==> src/wdt_pkg.sv <==
// constants and types shared by the interval timer / watchdog block
// assumes a single clock domain (hclk) and an ahb-lite register slave
package wdt_pkg;

  // word byte addresses; mode register printed at 0xf85 (not a multiple of four)
  localparam logic [11:0] MODE_IDX = 12'hf85;
  localparam logic [13:0] MODE_ADDR = {MODE_IDX, 2'b00};
  localparam logic [13:0] COUNT_ADDR = 14'h3e18;
  localparam logic [13:0] WDOG_ADDR = 14'h3e1c;
  localparam logic [13:0] START_ADDR = 14'h3e20;
  localparam logic [13:0] STATUS_ADDR = 14'h3e24;
  localparam logic [13:0] MASK_ADDR = 14'h3e28;
  localparam logic [13:0] STANDBY_ADDR = 14'h3e2c;

  localparam int START_BIT = 3;
  localparam logic [3:0] MODE_RESET = 4'h0;
  localparam logic [7:0] COUNT_RESET = 8'h00;
  localparam logic [11:0] PRESCALE_RESET = 12'h000;

  // status bits
  localparam int ST_OVF = 0;
  localparam int ST_WAKE = 1;

  // divider codes
  localparam logic [2:0] SEL_DIV12 = 3'b000;
  localparam logic [2:0] SEL_DIV9 = 3'b011;
  localparam logic [2:0] SEL_DIV7 = 3'b101;
  localparam logic [2:0] SEL_DIV5 = 3'b111;

  typedef enum logic [1:0] {
    AHB_IDLE = 2'b00,
    AHB_BUSY = 2'b01,
    AHB_NONSEQ = 2'b10,
    AHB_SEQ = 2'b11
  } htrans_t;

  typedef enum {RUN, STOP_SLEEP, STOP_WAIT} standby_t;

endpackage

==> src/interval_watchdog_timer.sv <==
// interval timer / watchdog with ahb-lite register slave
// assumes one master, single word transfers, hclk is fx
//
// Implementation choice: the AHB-Lite interface to the registers.
`timescale 1ns/1ps
`default_nettype none
module interval_watchdog_timer import wdt_pkg::*; (
  input wire logic hclk,
  input wire logic hresetn,
  input wire logic hsel,
  input wire logic [31:0] haddr,
  input wire logic [1:0] htrans,
  input wire logic hwrite,
  input wire logic [2:0] hsize,
  input wire logic [31:0] hwdata,
  input wire logic hready,
  output logic [31:0] hrdata,
  output logic hreadyout,
  output logic hresp,
  input wire logic stop_request,
  input wire logic wake_event,
  output logic cpu_halt,
  output logic wdt_reset,
  output logic irq
);
  logic tick;
  logic [3:0] mode_q;
  logic [3:0] mode_d;
  logic [7:0] count_q;
  logic [7:0] count_d;
  logic irq_flag_q;
  logic irq_flag_d;
  logic wdog_q;
  logic wdog_d;
  logic [1:0] status_q;
  logic [1:0] status_d;
  logic [1:0] mask_q;
  logic [1:0] mask_d;
  logic wreq_q;
  logic wreq_d;
  logic [13:0] waddr_q;
  logic [13:0] waddr_d;
  logic [31:0] rdata_q;
  logic [31:0] rdata_d;
  logic rst_q;
  logic rst_d;
  standby_t sb_q;
  standby_t sb_d;
  logic stop_m_q;
  logic stop_s_q;
  logic wake_m_q;
  logic wake_s_q;
  logic ovf;
  logic start;
  logic setup;
  logic do_wr;
  logic [3:0] wval;

  // one decoder for the wdog, status and mask write strobes
  function automatic logic wr_hit(input logic wr, input logic [13:0] wa, input logic [13:0] a);
    return wr && (wa == a);
  endfunction

  // prescaler is not restarted by a start, so the first tick may come early
  wdt_prescaler #(.WIDTH(12)) u_pre (
    .hclk(hclk),
    .hresetn(hresetn),
    .sel(mode_q[2:0]),
    .tick(tick)
  );

  // pins come from outside hclk logic, two flops before use
  always_ff @(posedge hclk or negedge hresetn) begin
    if (!hresetn) begin
      stop_m_q <= 1'b0;
      stop_s_q <= 1'b0;
    end else begin
      stop_m_q <= stop_request;
      stop_s_q <= stop_m_q;
    end
  end

  always_ff @(posedge hclk or negedge hresetn) begin
    if (!hresetn) begin
      wake_m_q <= 1'b0;
      wake_s_q <= 1'b0;
    end else begin
      wake_m_q <= wake_event;
      wake_s_q <= wake_m_q;
    end
  end

  assign setup = hsel && hready && htrans[1];
  assign do_wr = wreq_q;
  assign wval = hwdata[3:0];
  assign start = do_wr && ((waddr_q == MODE_ADDR && wval[START_BIT]) ||
    (waddr_q == START_ADDR && hwdata[0]));
  assign ovf = tick && (count_q == 8'hff);

  // zero wait states: the address phase is taken on the edge it is seen
  always_comb begin
    wreq_d = setup && hwrite;
    waddr_d = setup ? haddr[13:0] : waddr_q;
  end

  // read data stands for the data phase only, zero otherwise
  always_comb begin
    rdata_d = 32'h0000_0000;
    if (setup && !hwrite) begin
      unique case (haddr[13:0])
        MODE_ADDR: rdata_d = {28'h0, mode_q};
        COUNT_ADDR: rdata_d = {24'h0, count_q};
        WDOG_ADDR: rdata_d = {31'h0, wdog_q};
        START_ADDR: rdata_d = 32'h0000_0000;
        STATUS_ADDR: rdata_d = {30'h0, status_q};
        MASK_ADDR: rdata_d = {30'h0, mask_q};
        STANDBY_ADDR: rdata_d = {30'h0, sb_q != RUN, irq_flag_q};
        default: rdata_d = 32'h0000_0000;
      endcase
    end
  end

  always_comb begin
    mode_d = mode_q;
    if (do_wr && waddr_q == MODE_ADDR) begin
      mode_d = {1'b0, wval[2:0]}; // low three bits only; start bit self-clears
    end
  end

  // counter writes are not decoded, so stores to it are lost
  // the count may move between two reads; software reads it twice
  always_comb begin
    count_d = count_q;
    if (start) begin
      count_d = COUNT_RESET;
    end else if (tick) begin
      count_d = count_q + 8'h01; // wraps to zero after overflow
    end
  end

  // standby sequencer: overflow ends the settling wait
  always_comb begin
    sb_d = sb_q;
    unique case (sb_q)
      RUN: begin
        if (stop_s_q) begin
          sb_d = STOP_SLEEP;
        end
      end
      STOP_SLEEP: begin
        if (wake_s_q) begin
          sb_d = STOP_WAIT;
        end
      end
      STOP_WAIT: begin
        if (ovf) begin
          sb_d = RUN;
        end
      end
    endcase
  end
  assign cpu_halt = sb_q != RUN;

  always_comb begin
    irq_flag_d = irq_flag_q;
    if (start) begin
      irq_flag_d = 1'b0;
    end
    // later assignment, so a same-cycle overflow still sets the flag
    if (ovf && !wdog_q) begin
      irq_flag_d = 1'b1;
    end
  end

  // watchdog flag only ever set from software; no clear path exists
  always_comb begin
    wdog_d = wdog_q;
    if (wr_hit(do_wr, waddr_q, WDOG_ADDR) && hwdata[0]) begin
      wdog_d = 1'b1;
    end
  end

  // stop-release wait overflow never resets
  // one-cycle pulse; the system reset logic outside stretches it
  always_comb begin
    rst_d = 1'b0;
    if (ovf && wdog_q && sb_q != STOP_WAIT) begin
      rst_d = 1'b1;
    end
  end

  // write-one-to-clear first, then sets, so an event beats a clear
  always_comb begin
    status_d = status_q;
    if (wr_hit(do_wr, waddr_q, STATUS_ADDR)) begin
      status_d = status_q & ~hwdata[1:0];
    end
    if (ovf && !wdog_q) begin
      status_d[ST_OVF] = 1'b1;
    end
    if (sb_q == STOP_WAIT && ovf) begin
      status_d[ST_WAKE] = 1'b1;
    end
  end

  always_comb begin
    mask_d = mask_q;
    if (wr_hit(do_wr, waddr_q, MASK_ADDR)) begin
      mask_d = hwdata[1:0];
    end
  end

  always_ff @(posedge hclk or negedge hresetn) begin
    if (!hresetn) begin
      mode_q <= MODE_RESET;
    end else begin
      mode_q <= mode_d;
    end
  end

  always_ff @(posedge hclk or negedge hresetn) begin
    if (!hresetn) begin
      count_q <= COUNT_RESET;
    end else begin
      count_q <= count_d;
    end
  end

  always_ff @(posedge hclk or negedge hresetn) begin
    if (!hresetn) begin
      irq_flag_q <= 1'b0;
    end else begin
      irq_flag_q <= irq_flag_d;
    end
  end

  always_ff @(posedge hclk or negedge hresetn) begin
    if (!hresetn) begin
      wdog_q <= 1'b0;
    end else begin
      wdog_q <= wdog_d;
    end
  end

  always_ff @(posedge hclk or negedge hresetn) begin
    if (!hresetn) begin
      status_q <= 2'b00;
    end else begin
      status_q <= status_d;
    end
  end

  always_ff @(posedge hclk or negedge hresetn) begin
    if (!hresetn) begin
      mask_q <= 2'b00;
    end else begin
      mask_q <= mask_d;
    end
  end

  always_ff @(posedge hclk or negedge hresetn) begin
    if (!hresetn) begin
      wreq_q <= 1'b0;
      waddr_q <= 14'h0000;
    end else begin
      wreq_q <= wreq_d;
      waddr_q <= waddr_d;
    end
  end

  always_ff @(posedge hclk or negedge hresetn) begin
    if (!hresetn) begin
      rdata_q <= 32'h0000_0000;
    end else begin
      rdata_q <= rdata_d;
    end
  end

  always_ff @(posedge hclk or negedge hresetn) begin
    if (!hresetn) begin
      rst_q <= 1'b0;
    end else begin
      rst_q <= rst_d;
    end
  end

  always_ff @(posedge hclk or negedge hresetn) begin
    if (!hresetn) begin
      sb_q <= RUN;
    end else begin
      sb_q <= sb_d;
    end
  end

  assign hrdata = rdata_q;
  assign hreadyout = 1'b1;
  assign hresp = 1'b0;
  assign wdt_reset = rst_q;
  assign irq = |(status_q & mask_q);
endmodule // interval_watchdog_timer
`default_nettype wire

==> src/wdt_prescaler.sv <==
// free-running prescaler producing a one-cycle tick at the selected rate
// assumes hclk is the main system clock fx
`timescale 1ns/1ps
`default_nettype none
module wdt_prescaler import wdt_pkg::*; #(
  parameter int WIDTH = 12
) (
  input wire logic hclk,
  input wire logic hresetn,
  input wire logic [2:0] sel,
  output logic tick
);
  // the slowest tap reads bit 11, so a narrower counter cannot serve
  if (WIDTH < 12) begin : g_width_check
    $error("prescaler needs at least 12 bits");
  end

  logic [WIDTH-1:0] cnt_q, cnt_d;
  logic [WIDTH-1:0] nxt;

  always_comb begin
    nxt = cnt_q + {{(WIDTH-1){1'b0}}, 1'b1};
    cnt_d = nxt;
    // rising carry into the tap bit gives one tick per 2^n clocks
    unique case (sel)
      SEL_DIV9: tick = nxt[8:0] == 9'h000;
      SEL_DIV7: tick = nxt[6:0] == 7'h00;
      SEL_DIV5: tick = nxt[4:0] == 5'h00;
      default: tick = nxt[11:0] == 12'h000; // prohibited codes fall to slowest
    endcase
  end

  // never stopped, so the count keeps running through starts
  always_ff @(posedge hclk or negedge hresetn) begin
    if (!hresetn) begin
      cnt_q <= '0;
    end else begin
      cnt_q <= cnt_d;
    end
  end
endmodule // wdt_prescaler
`default_nettype wire

==> config.mk <==
export PLATFORM = sky130hd
export DESIGN_NAME = interval_watchdog_timer
export DESIGN_NICKNAME = d
export VERILOG_FILES = /design/src/wdt_pkg.sv /design/src/interval_watchdog_timer.sv /design/src/wdt_prescaler.sv
export SDC_FILE = /design/constraint.sdc
export NUM_CORES = 1
export LEC_CHECK = 0
export BUFFER_PORTS_ARGS = -buffer_cell sky130_fd_sc_hd__buf_2
export CORE_ASPECT_RATIO = 1.1
export CORE_MARGIN = 2
export CORE_UTILIZATION = 54
export CTS_BUF_LIST = sky130_fd_sc_hd__clkbuf_8 sky130_fd_sc_hd__clkbuf_16
export CTS_CLUSTER_DIAMETER = 50
export DETAILED_ROUTE_END_ITERATION = 10
export PLACE_DENSITY = 0.85
export SLEW_MARGIN = 30
export SYNTH_ARGS = -nofsm -noshare
export SYNTH_HDL_FRONTEND = slang
export SYNTH_SLANG_ARGS = --single-unit
==> constraint.sdc <==
create_clock -name hclk -period 5.5 [get_ports hclk]
set_input_delay 1.1 -clock hclk [delete_from_list [all_inputs] [get_ports hclk]]
set_output_delay 1.1 -clock hclk [all_outputs]
set_load 0.02 [all_outputs]
==> summary.txt, run 1 <==
Run status
  • Outcome: finished, final reports clean

Routing
  • Final ANT Viol Nets: 0
  • DR iter-0 viols: 238
  • Via density per instance: 5.869
  • Routed via count: 2547
  • Remaining DRCs: 0
  • Wirelength per Cell: 15.28 um
  • Router iterations before antenna repair: 4
  • Post-detailed-routing wire length: 6631 um

Final layout
  • Layout Cells excl Fill: 434
  • Number of inserted diodes: 0
  • Utilization after layout: 0.6442
  • Area delta synth->final: 13.21%
  • Share of final-layout standard cells stronger than drive strength 1: 0.2689
  • Fin nets: 435

Logic synthesis
  • Post-synth EDFFs: 0
  • Seq/Total Area, Yosys: 0.4441
  • Post-synthesis instance total: 312
  • Count of cell types in the netlist: 65
  • Yosys top cell area share: 0.4441
  • Share of flip-flops with an asynchronous set or reset: 1.000
  • Synth Cell Area: 3324 um^2
  • Synthesis Warnings: 0
  • Portion of netlist area occupied by mux cells: 0.09221
  • Avg Cell Area, Syn: 10.66 um^2
  • Largest family of logic cells by synthesized area: simple AND/OR/NAND/NOR gates
  • Simple logic cell fraction of the synthesized area: 0.1942
  • FF+latch count, synth: 59
  • Top cells by area, synth: sky130_fd_sc_hd__dfrtp_1 44%, sky130_fd_sc_hd__mux2_2 7.1%, sky130_fd_sc_hd__buf_4 5.9%
  • Fraction of the mapped netlist area in compound gates: 0.1295
  • Post-synthesis xor/xnor area fraction: 0.02860
  • Adder and majority cell fraction of the synthesized area: 0.02635
  • Dominant cell type by area after synthesis: sky130_fd_sc_hd__dfrtp_1
  • Main flop type after synthesis: sky130_fd_sc_hd__dfrtp_1

STA
  • Skew final: 0.006833 ns
  • Setup Viol. Count Final: 0
  • Rel. slew slack: 0.5160
  • Transition time of the tightest slew-check pin: 0.7259 ns
  • Final critical delay including setup and external delays: 2.604 ns
  • Slew Limit Fails: 0
  • Maximum clock rate: 0.3840 GHz
  • RSZ-0062 raised after global routing: no
  • Crit share post-route: 0.4735
  • Final Hold Fails: 0
  • Setup TNS: 0 ns

Critical path
  • Required time worst endpoint: 5.75 ns
  • Slack of the worst reg-to-reg path: 2.90 ns
  • Maximum fanout encountered on the critical timing path: 13
  • Worst Path Class, Setup: reg -> reg
  • Critical path arrival: 2.86 ns
  • Delay contributed by the slowest stage of the critical path: 0.61 ns
  • Kind of start point of the critical path: register
  • R2r endpoint: wdt_reset
  • CP max-delay cell: sky130_fd_sc_hd__o32ai_4
  • Cell breakdown of the critical path: ha_1 > nand2_2 > xnor2_1 > a41oi_1 > o32ai_4 > a31oi_2 > nor4_2
  • Worst path buffer plus inverter count: 0
  • Largest delay share family, worst path: compound AO/OA/AOI/OAI gates
  • Number of cells traversed by the worst register-to-register path: 7
  • Crit path capture type: register
  • Launching point of the worst reg2reg path: u_pre.cnt_q[0]

CTS
  • CTS tree: done
  • Largest buffer count on any clock path: 2
  • Number of hold buffers added after cts: 0
  • Clock sinks: 59
  • Root Buffer: sky130_fd_sc_hd__clkbuf_8
  • Buffer count from post-CTS setup fixing: 0
  • Htree depth: 3
  • Worst skew pair latency: 0.34 ns
  • Worst-path clk slew: 0.07 ns
  • Count of instances resized after the clock tree is built: 0
  • Total clock buffers created by CTS: 9

Floorplan
  • Horizontal die dimension: 78.81 um
  • Die Y-Extent: 86.29 um
  • Starting density of the core: 0.5691
  • Boundary pin count: 113
  • Row count: 29
  • DIE AREA: 6801 um^2
  • Core box area: 5842 um^2

Min path
  • Class of the worst hold path: reg -> reg
  • Worst Hold Endpoint: stop_s_q
  • Min-delay src: stop_m_q
  • Number of instances on the worst hold path: 0

Job
  • Maximum Capacitance Violations: 0

Global route
  • Wire length of the first global-routing pass: 11110 um
  • Combined global-route utilization of all metal layers: 0.2111
  • Number of antenna violations at the first check in global routing: 0
  • Via count of the first global-routing pass: 2409
  • Pin count of the biggest net entering global routing: 60
  • Overflow after GRT: 0

Power
  • Largest voltage drop on the vdd net: 195.3 uV
  • Pwr Density: 321.6 nW/um^2
  • Leakage power figure: 1.793 nW

Placed design
  • HPWL after detailed placement: 4526 um
  • PortBufs: 36
  • Routability congestion estimate from global placement: 0.8503
  • Placed cell count: 418
==> worst max-delay path by stage <==
stage                         startpoint  cells past startpoint         to  slack (ns)
final                     u_pre.cnt_q[0]                      7  wdt_reset        2.90
after global routing                hsel                      7  hrdata[2]        2.66
after CTS                      htrans[1]                      7  hrdata[2]        2.87
after detailed placement       htrans[1]                      7  hrdata[2]        2.53
after global placement         htrans[1]                      7  hrdata[2]        2.57
after floorplan                 haddr[5]                      5  hrdata[1]        3.23
==> state kept, by name, indices dropped and copies added (netlist names), 2 cells and up <==
name	count
waddr_q	14
mask_q	2
count_q	8
sb_q	2
status_q	2
u_pre.cnt_q	12
hrdata	8
mode_q	3
==> layout make-up <==
class,instances,area [um^2]
Clock buffer,11,151.4
Tap cell,77,96.34
Clock inverter,5,123.9
Sequential cell,59,1476
Multi-Input combinational cell,233,1679
Timing Repair Buffer,38,195.2
Inverter,11,41.29
Fill cell,447,2078
==> cells in the mapped netlist, types with 7 or more instances <==
library cell              instances
sky130_fd_sc_hd__dfrtp_1         59
sky130_fd_sc_hd__nand2_1         32
sky130_fd_sc_hd__buf_4           26
sky130_fd_sc_hd__inv_1           11
sky130_fd_sc_hd__nand3_1          9
sky130_fd_sc_hd__a21oi_1          7
sky130_fd_sc_hd__ha_1             7
sky130_fd_sc_hd__o21ai_0          8
sky130_fd_sc_hd__nor2_1           9
sky130_fd_sc_hd__mux2_2          21
sky130_fd_sc_hd__mux2i_1          7
sky130_fd_sc_hd__nand4_1         11
==> metal layers <==
layer / vias to the layer above / track usage / part of all wire
met3: 22 / 0.04167 / 0.052
met2: 97 / 0.3458 / 0.49
li1: 1174 / - / -
met5: - / 0 / 0
met1: 1254 / 0.2659 / 0.42
met4: 0 / 0.1129 / 0.030
==> stage by stage <==
stage | setup WS, ns | hold slack (ns) | instance area [um^2] | power (mW)
2_1_floorplan | 3.228 | 0.3312 | 3415 | 0.6340
3_3_place_gp | 2.570 | 0.3332 | 3472 | 0.6591
3_5_place_dp | 2.532 | 0.3411 | 3472 | 0.6711
4_1_cts | 2.869 | 0.3491 | 3747 | 1.210
5_1_grt | 2.656 | 0.3597 | 3764 | 1.256
6_report | 2.896 | 0.3470 | 3764 | 1.210
==> placed cells by master (no fill, tap or decap), types with 3 or more instances in the layout <==
master                      Yosys  final
sky130_fd_sc_hd__a21oi_1        7      7
sky130_fd_sc_hd__a22o_1         4      4
sky130_fd_sc_hd__a22oi_1        3      3
sky130_fd_sc_hd__a311o_1        5      5
sky130_fd_sc_hd__and2_1         6      6
sky130_fd_sc_hd__and3_1         5      5
sky130_fd_sc_hd__buf_2          4     36
sky130_fd_sc_hd__bufinv_16      0      4
sky130_fd_sc_hd__clkbuf_8       0     11
sky130_fd_sc_hd__conb_1         2     26
sky130_fd_sc_hd__dfrtp_1       59     59
sky130_fd_sc_hd__ha_1           7      7
sky130_fd_sc_hd__inv_1         11     12
sky130_fd_sc_hd__mux2_2        21     21
sky130_fd_sc_hd__mux2i_1        7      7
sky130_fd_sc_hd__nand2_1       32     32
sky130_fd_sc_hd__nand3_1        9      9
sky130_fd_sc_hd__nand4_1       11     11
sky130_fd_sc_hd__nor2_1         9      9
sky130_fd_sc_hd__nor3_1         6      6
sky130_fd_sc_hd__nor4_1         6      6
sky130_fd_sc_hd__o21ai_0        8      8
sky130_fd_sc_hd__xnor2_1        6      6
sky130_fd_sc_hd__xor2_1         3      3
==> where the power goes <==
part           internal, mW  switching [mW]  total (mW)
combinational        0.0711           0.102       0.173
clock                 0.370           0.176       0.546
sequential            0.466          0.0261       0.492
total                 0.907           0.304        1.21
==> cell families after synthesis <==
group	count (synthesis)
AO/OA/AOI/OAI	52
XOR/XNOR	10
adder cells (fa/ha/maj)	7
buffers and inverters	44
flip-flops	59
multiplexers	28
other	2
AND/OR/NAND/NOR	110
==> worst register-to-register path, cell delays in order (launching register included) <==
cell and delay (ns):
sky130_fd_sc_hd__dfrtp_1 0.49, sky130_fd_sc_hd__ha_1 0.29, sky130_fd_sc_hd__nand2_2 0.14, sky130_fd_sc_hd__xnor2_1 0.18, sky130_fd_sc_hd__a41oi_1 0.22, sky130_fd_sc_hd__o32ai_4 0.61
sky130_fd_sc_hd__a31oi_2 0.27, sky130_fd_sc_hd__nor4_2 0.32
Power figures use the tool's default switching activity.
==> run 2: changes to the inputs <==
- CORE_UTILIZATION: 54 -> 46
- PLACE_DENSITY: 0.85 -> 0.77
- clock period: 5.5 -> 2.3 ns (I/O delays scaled with it)
==> run 2 against run 1 <==
Against the previous run: critical path depth did not move; die area grew 17%; clock power rose by 56%; cell area rose by 0.96%; sequential share of layout area is 0.34 points lower; flip-flop and latch count did not move; first-iteration DRC count shrank 11%; final cell count increased by 4.8%; sequential power up 140%; worst setup slack got worse by 2.8 ns.
==> summary.txt, run 2 (synthesis results as in run 1) <==
STA
  • Transition time of the tightest slew-check pin: 0.7707 ns (+0.04474 ns)
  • Final Hold Fails: 0 (unchanged)
  • Setup TNS: 0 ns (unchanged)
  • Slew Limit Fails: 0 (unchanged)
  • Final critical delay including setup and external delays: 2.188 ns (-0.4165 ns)
  • Setup Viol. Count Final: 0 (unchanged)
  • Crit share post-route: 0.9512 (+0.4777)
  • Skew final: 0.007134 ns (+0.0003007 ns)
  • Final worst slack: 0.1122 ns (-2.784 ns)
  • Rel. slew slack: 0.4828 (-0.03327)
  • RSZ-0062 raised after global routing: yes
  • Maximum clock rate: 0.4571 GHz (+19%)

Power
  • Tot Pwr: 2.454 mW (+100%)
  • Largest voltage drop on the vdd net: 466.0 uV (+140%)
  • Pwr Density: 645.9 nW/um^2 (+100%)
  • Leakage power figure: 1.817 nW (+1.3%)

Routing
  • DR iter-0 viols: 213 (-11%)
  • Top metal layer carrying routed signals: met4
  • Remaining DRCs: 0 (unchanged)
  • Post-detailed-routing wire length: 6743 um (+1.7%)
  • Wire length the detailed router placed on met1: 2738 um (-2.6%)
  • Routed via count: 2541 (-0.24%)
  • Amount of wire on met3 after detailed routing: 409 um (+18%)
  • Router iterations before antenna repair: 4 (unchanged)
  • Wirelength per Cell: 14.82 um (-3.0%)
  • Final ANT Viol Nets: 0 (unchanged)
  • Detailed-routed wire length on met2: 3428 um (+4.7%)
  • Via density per instance: 5.585 (-4.8%)

Critical path
  • Critical path arrival: 2.47 ns (-0.39 ns)
  • Kind of start point of the critical path: register
  • Maximum fanout encountered on the critical timing path: 8 (-5)
  • Launching point of the worst reg2reg path: u_pre.cnt_q[4]
  • Worst path buffer plus inverter count: 1 (+1)
  • Number of cells traversed by the worst register-to-register path: 7 (unchanged)
  • Crit path capture type: register
  • Worst Path Class, Setup: reg -> reg
  • Delay contributed by the slowest stage of the critical path: 0.48 ns (-0.13 ns)
  • Largest delay share family, worst path: simple AND/OR/NAND/NOR gates
  • R2r endpoint: count_q[7]
  • Required time worst endpoint: 2.58 ns (-3.17 ns)
  • CP max-delay cell: sky130_fd_sc_hd__dfrtp_1
  • Slack of the worst reg-to-reg path: 0.11 ns (-2.78 ns)
  • Cell breakdown of the critical path: nand3_2 > or3_1 > a41oi_2 > nor3_4 > buf_4 > a311o_1 > nand3_1

Final layout
  • FILL cells: 623 (+39%)
  • Utilization after layout: 0.5423 (-0.1019)
  • Top reg by flops: waddr_q
  • Share of final-layout standard cells stronger than drive strength 1: 0.2973 (+0.02839)
  • Commonest cells after routing, fill and taps aside: 58 x sky130_fd_sc_hd__dfrtp_1, 36 x sky130_fd_sc_hd__buf_2, 32 x sky130_fd_sc_hd__nand2_1
  • Number of inserted diodes: 0 (unchanged)
  • Area delta synth->final: 14.30%
  • Largest registers in the final layout: waddr_q (14), u_pre.cnt_q (12)
  • Fin nets: 449 (+3.2%)
  • Post-route cell area: 3800 um^2 (+0.96%)
  • Largest register FFs: 14 (unchanged)
  • Most common library cell in the layout ignoring fill and taps: sky130_fd_sc_hd__dfrtp_1

Placed design
  • Setup Slack @ Placement: 0.08670 ns (-2.446 ns)
  • HPWL after detailed placement: 5081 um (+12%)
  • Area of placed instances: 3565 um^2 (+2.7%)
  • Routability congestion estimate from global placement: 0.8872 (+4.3%)
  • PortBufs: 36 (unchanged)

CTS
  • CTS tree: done
  • Largest buffer count on any clock path: 2 (unchanged)
  • Worst skew pair latency: 0.34 ns (about the same)
  • Root Buffer: sky130_fd_sc_hd__clkbuf_8
  • Htree depth: 3 (unchanged)
  • Worst-path clk slew: 0.07 ns (about the same)
  • Clock sinks: 59 (unchanged)
  • Total clock buffers created by CTS: 9 (unchanged)

Global route
  • Combined global-route utilization of all metal layers: 0.1865 (-0.02457)
  • Pin count of the biggest net entering global routing: 27 (-55%)
  • Via count of the first global-routing pass: 2475 (+2.7%)
  • Number of antenna violations at the first check in global routing: 0 (unchanged)
  • Overflow after GRT: 0 (unchanged)
  • Wire length of the first global-routing pass: 11640 um (+4.8%)

Floorplan
  • DIE AREA: 7924 um^2 (+17%)
  • Boundary pin count: 113 (unchanged)
  • Starting density of the core: 0.4745 (-0.09461)
  • Core box area: 7007 um^2 (+20%)
  • Horizontal die dimension: 85.06 um (+7.9%)
  • Die Y-Extent: 93.16 um (+8.0%)
  • Row count: 32 (+10%)

Job
  • Maximum Capacitance Violations: 0 (unchanged)

Min path
  • Class of the worst hold path: in -> async

Run status
  • Outcome: finished, final reports clean
## run 2: repair_timing
action                     in CTS  in global routing
setup endpoints to repair       0                 13
gates resized for setup         0                  6
hold buffers                    0                  0
buffers inserted                0                  3
## run 2: layout make-up
type / instances / area (um^2) / area share
flip-flops and latches: 59 / 1478 / 0.3889
well taps: 85 / 106.4 / 0.02799
clock inverters: 3 / 13.76 / 0.003622
clock buffers: 12 / 165.2 / 0.04346
multi-input cells: 233 / 1695 / 0.4462
repair buffers: 52 / 300.3 / 0.07903
inverters: 11 / 41.29 / 0.01087
## run 2: per-stage QoR
stage | std cells | hold WS, ns
2_1_floorplan | 336 | 0.1644
3_5_place_dp | 437 | 0.3472
6_report | 455 | 0.09532
5_1_grt | 455 | 0.1378
4_1_cts | 452 | 0.1050
3_3_place_gp | 437 | 0.3326
## run 2: power by group
group	internal (mW)	total, mW	switching, mW
clock	0.465	0.853	0.388
combinational	0.176	0.424	0.248
sequential	1.11	1.18	0.0627
total	1.76	2.45	0.699
## run 2: layer usage
| metal | GRT usage | vias up |
|---|---|---|
| li1 | - | 1196 |
| met1 | 0.2222 | 1243 |
| met2 | 0.3079 | 84 |
| met3 | 0.06090 | 18 |
| met4 | 0.08069 | 0 |
| met5 | 0 | - |
## run 2: worst max path at each step
stage | to | slack [ns] | cells past startpoint | start
floorplan | count_q[6] | 0.22 | 7 | u_pre.cnt_q[0]
global placement | wdt_reset | 0.16 | 7 | u_pre.cnt_q[0]
detailed placement | sb_q[1] | 0.09 | 7 | u_pre.cnt_q[1]
CTS | sb_q[1] | 0.06 | 7 | u_pre.cnt_q[1]
global route | count_q[6] | -0.02 | 7 | u_pre.cnt_q[1]
finish | count_q[7] | 0.11 | 7 | u_pre.cnt_q[4]
==> run 3: changes to the inputs <==
- CELL_PAD_IN_SITES_DETAIL_PLACEMENT: unset -> 0
- CELL_PAD_IN_SITES_GLOBAL_PLACEMENT: unset -> 1
- CORE_UTILIZATION: 46 -> 35
- PLACE_DENSITY: 0.77 -> unset
- PLACE_DENSITY_LB_ADDON: unset -> 0.15
==> run 3 against run 2 <==
Against the previous run: register-to-register slack improved by 0.04 ns; non-clock buffer count rose by 1; wire length rose by 4.1%; final cell count rose by 7.0%; largest cell class unchanged; largest power group unchanged; highest routed layer unchanged.
==> summary.txt, run 3 (synthesis results as in run 1) <==
Critical path
  • Number of cells traversed by the worst register-to-register path: 8 (+1)
  • Crit path capture type: register
  • Slack of the worst reg-to-reg path: 0.15 ns (+0.04 ns)
  • Critical path arrival: 2.41 ns (-0.06 ns)
  • Kind of start point of the critical path: register
  • Launching point of the worst reg2reg path: u_pre.cnt_q[1]
  • R2r endpoint: count_q[7]
  • Required time worst endpoint: 2.56 ns (-0.02 ns)
  • Worst Path Class, Setup: reg -> reg
  • Maximum fanout encountered on the critical timing path: 9 (+1)

Global route
  • Most crowded layer after global routing: met2
  • Via count of the first global-routing pass: 2343 (-5.3%)
  • Number of antenna violations at the first check in global routing: 0 (unchanged)
  • GR Util met1: 0.1871 (-0.03502)
  • Overflow after GRT: 0 (unchanged)
  • Wire length of the first global-routing pass: 11590 um (-0.41%)
  • Pin count of the biggest net entering global routing: 23 (-15%)
  • Met3 GRT Util: 0.03748 (-0.02342)
  • Global routing met2 resource utilization: 0.2262 (-0.08175)
  • Combined global-route utilization of all metal layers: 0.1417 (-0.04479)

CTS
  • CTS tree: done
  • Largest buffer count on any clock path: 2 (unchanged)
  • Htree depth: 3 (unchanged)
  • Root Buffer: sky130_fd_sc_hd__clkbuf_8
  • Total clock buffers created by CTS: 9 (unchanged)
  • Worst skew pair latency: 0.34 ns (about the same)
  • Number of hold buffers added after cts: 0 (unchanged)
  • Worst-path clk slew: 0.08 ns (about the same)
  • Clock sinks: 59 (unchanged)

Routing
  • Via density per instance: 4.955 (-11%)
  • Remaining DRCs: 0 (unchanged)
  • Post-detailed-routing wire length: 7020 um (+4.1%)
  • Final ANT Viol Nets: 0 (unchanged)
  • Router iterations before antenna repair: 4 (unchanged)
  • DR iter-0 viols: 95 (-55%)
  • Wirelength per Cell: 14.41 um (-2.7%)
  • Routed via count: 2413 (-5.0%)

Floorplan
  • Row count: 37 (+16%)
  • Starting density of the core: 0.3573 (-0.1172)
  • DIE AREA: 10290 um^2 (+30%)
  • Boundary pin count: 113 (unchanged)
  • Core box area: 9305 um^2 (+33%)
  • Horizontal die dimension: 96.93 um (+14%)
  • Die Y-Extent: 106.2 um (+14%)

Run status
  • Outcome: finished, final reports clean

STA
  • Maximum clock rate: 0.4651 GHz (+1.8%)
  • Transition time of the tightest slew-check pin: 0.5061 ns (-0.2646 ns)
  • Crit share post-route: 0.9348 (-0.01640)
  • RSZ-0062 raised after global routing: no
  • Final critical delay including setup and external delays: 2.150 ns (-0.03773 ns)
  • Final Hold Fails: 0 (unchanged)
  • Slew Limit Fails: 0 (unchanged)
  • Setup Viol. Count Final: 0 (unchanged)
  • Skew final: 0.01488 ns (+0.007744 ns)
  • Final worst slack: 0.1499 ns (+0.03773 ns)
  • Setup TNS: 0 ns (unchanged)
  • Rel. slew slack: 0.6626 (+0.1798)

Final layout
  • Number of inserted diodes: 0 (unchanged)
  • FILL cells: 919 (+48%)
  • Most common library cell in the layout ignoring fill and taps: sky130_fd_sc_hd__dfrtp_1
  • Top reg by flops: waddr_q
  • Area delta synth->final: 17.01%
  • Largest registers in the final layout: waddr_q (14), u_pre.cnt_q (12)
  • Commonest cells after routing, fill and taps aside: 57 x sky130_fd_sc_hd__dfrtp_1, 36 x sky130_fd_sc_hd__buf_2, 32 x sky130_fd_sc_hd__nand2_1
  • Largest register FFs: 14 (unchanged)
  • Share of final-layout standard cells stronger than drive strength 1: 0.3000 (+0.002703)
  • Fin nets: 450 (+0.22%)

Power
  • Tot Pwr: 2.571 mW (+4.7%)
  • Largest voltage drop on the vdd net: 269.4 uV (-42%)
  • Pwr Density: 660.9 nW/um^2 (+2.3%)
  • Leakage power figure: 1.845 nW (+1.6%)

Min path
  • Class of the worst hold path: in -> async

Placed design
  • PortBufs: 36 (unchanged)
  • Routability congestion estimate from global placement: 0.7290 (-18%)
  • HPWL after detailed placement: 5198 um (+2.3%)
  • Setup Slack @ Placement: 0.1055 ns (+0.01883 ns)

Job
  • Maximum Capacitance Violations: 0 (unchanged)
run 3: cell types whose count changed in the layout (fill, tap and decap cells not counted), sizes merged:
cell / change
buf: +1
bufinv: +1
clkinv: -1
inv: -1
run 3: worst max-delay path by stage:
stage                       endpoint  slack [ns]  cells after the start      startpoint
after floorplan           count_q[6]        0.22                      7  u_pre.cnt_q[0]
after global placement     wdt_reset        0.11                      7  u_pre.cnt_q[1]
after detailed placement   wdt_reset        0.11                      6  u_pre.cnt_q[3]
after CTS                  wdt_reset        0.07                      6  u_pre.cnt_q[3]
after global routing      count_q[0]        0.01                      8  u_pre.cnt_q[0]
final                     count_q[7]        0.15                      8  u_pre.cnt_q[1]
run 3: repair_timing:
item                                   CTS  global route
endpoints found under the hold margin    0             0
resized for setup                        0             7
setup endpoints to repair                0            14
setup buffers                            0             1
run 3: cell type report:
cell class	instances	area (um^2)	area share
multi-input cells	233	1690	0.4345
repair buffers	53	332.8	0.08556
inverters	11	41.29	0.01061
clock inverters	2	35.03	0.009006
well taps	117	146.4	0.03763
flip-flops and latches	59	1479	0.3802
clock buffers	12	165.2	0.04246
run 3: worst max-delay path: stages (launching register included):
cell	delay (ns)
sky130_fd_sc_hd__dfrtp_1	0.36
sky130_fd_sc_hd__ha_2	0.22
sky130_fd_sc_hd__nand2_2	0.14
sky130_fd_sc_hd__or3_4	0.39
sky130_fd_sc_hd__a41oi_4	0.31
sky130_fd_sc_hd__nor3_4	0.08
sky130_fd_sc_hd__buf_4	0.18
sky130_fd_sc_hd__a311o_1	0.32
sky130_fd_sc_hd__nand3_1	0.08
run 3: report_power, final:
part | internal, mW | total [mW] | switching [mW]
Combinational | 0.174 | 0.413 | 0.239
Clock | 0.576 | 0.983 | 0.407
Sequential | 1.11 | 1.18 | 0.0616
Total | 1.86 | 2.57 | 0.707
run 3: metrics by stage:
step	std cells	hold slack, ns	instance area [um^2]	util
floorplan	336	0.1644	3415	-
global route	487	0.1095	3890	0.4180
CTS	486	0.09520	3852	0.4140
finish	487	0.07782	3890	0.4180
global placement	472	0.3316	3652	0.3925
detailed placement	472	0.3362	3652	0.3925
run 3: per-layer routing:
layer  part of all wire  vias to the layer above
met4             0.0058                        0
met3              0.053                        4
met2               0.47                       62
met5                  0                        -
met1               0.47                     1148
li1                   -                     1199
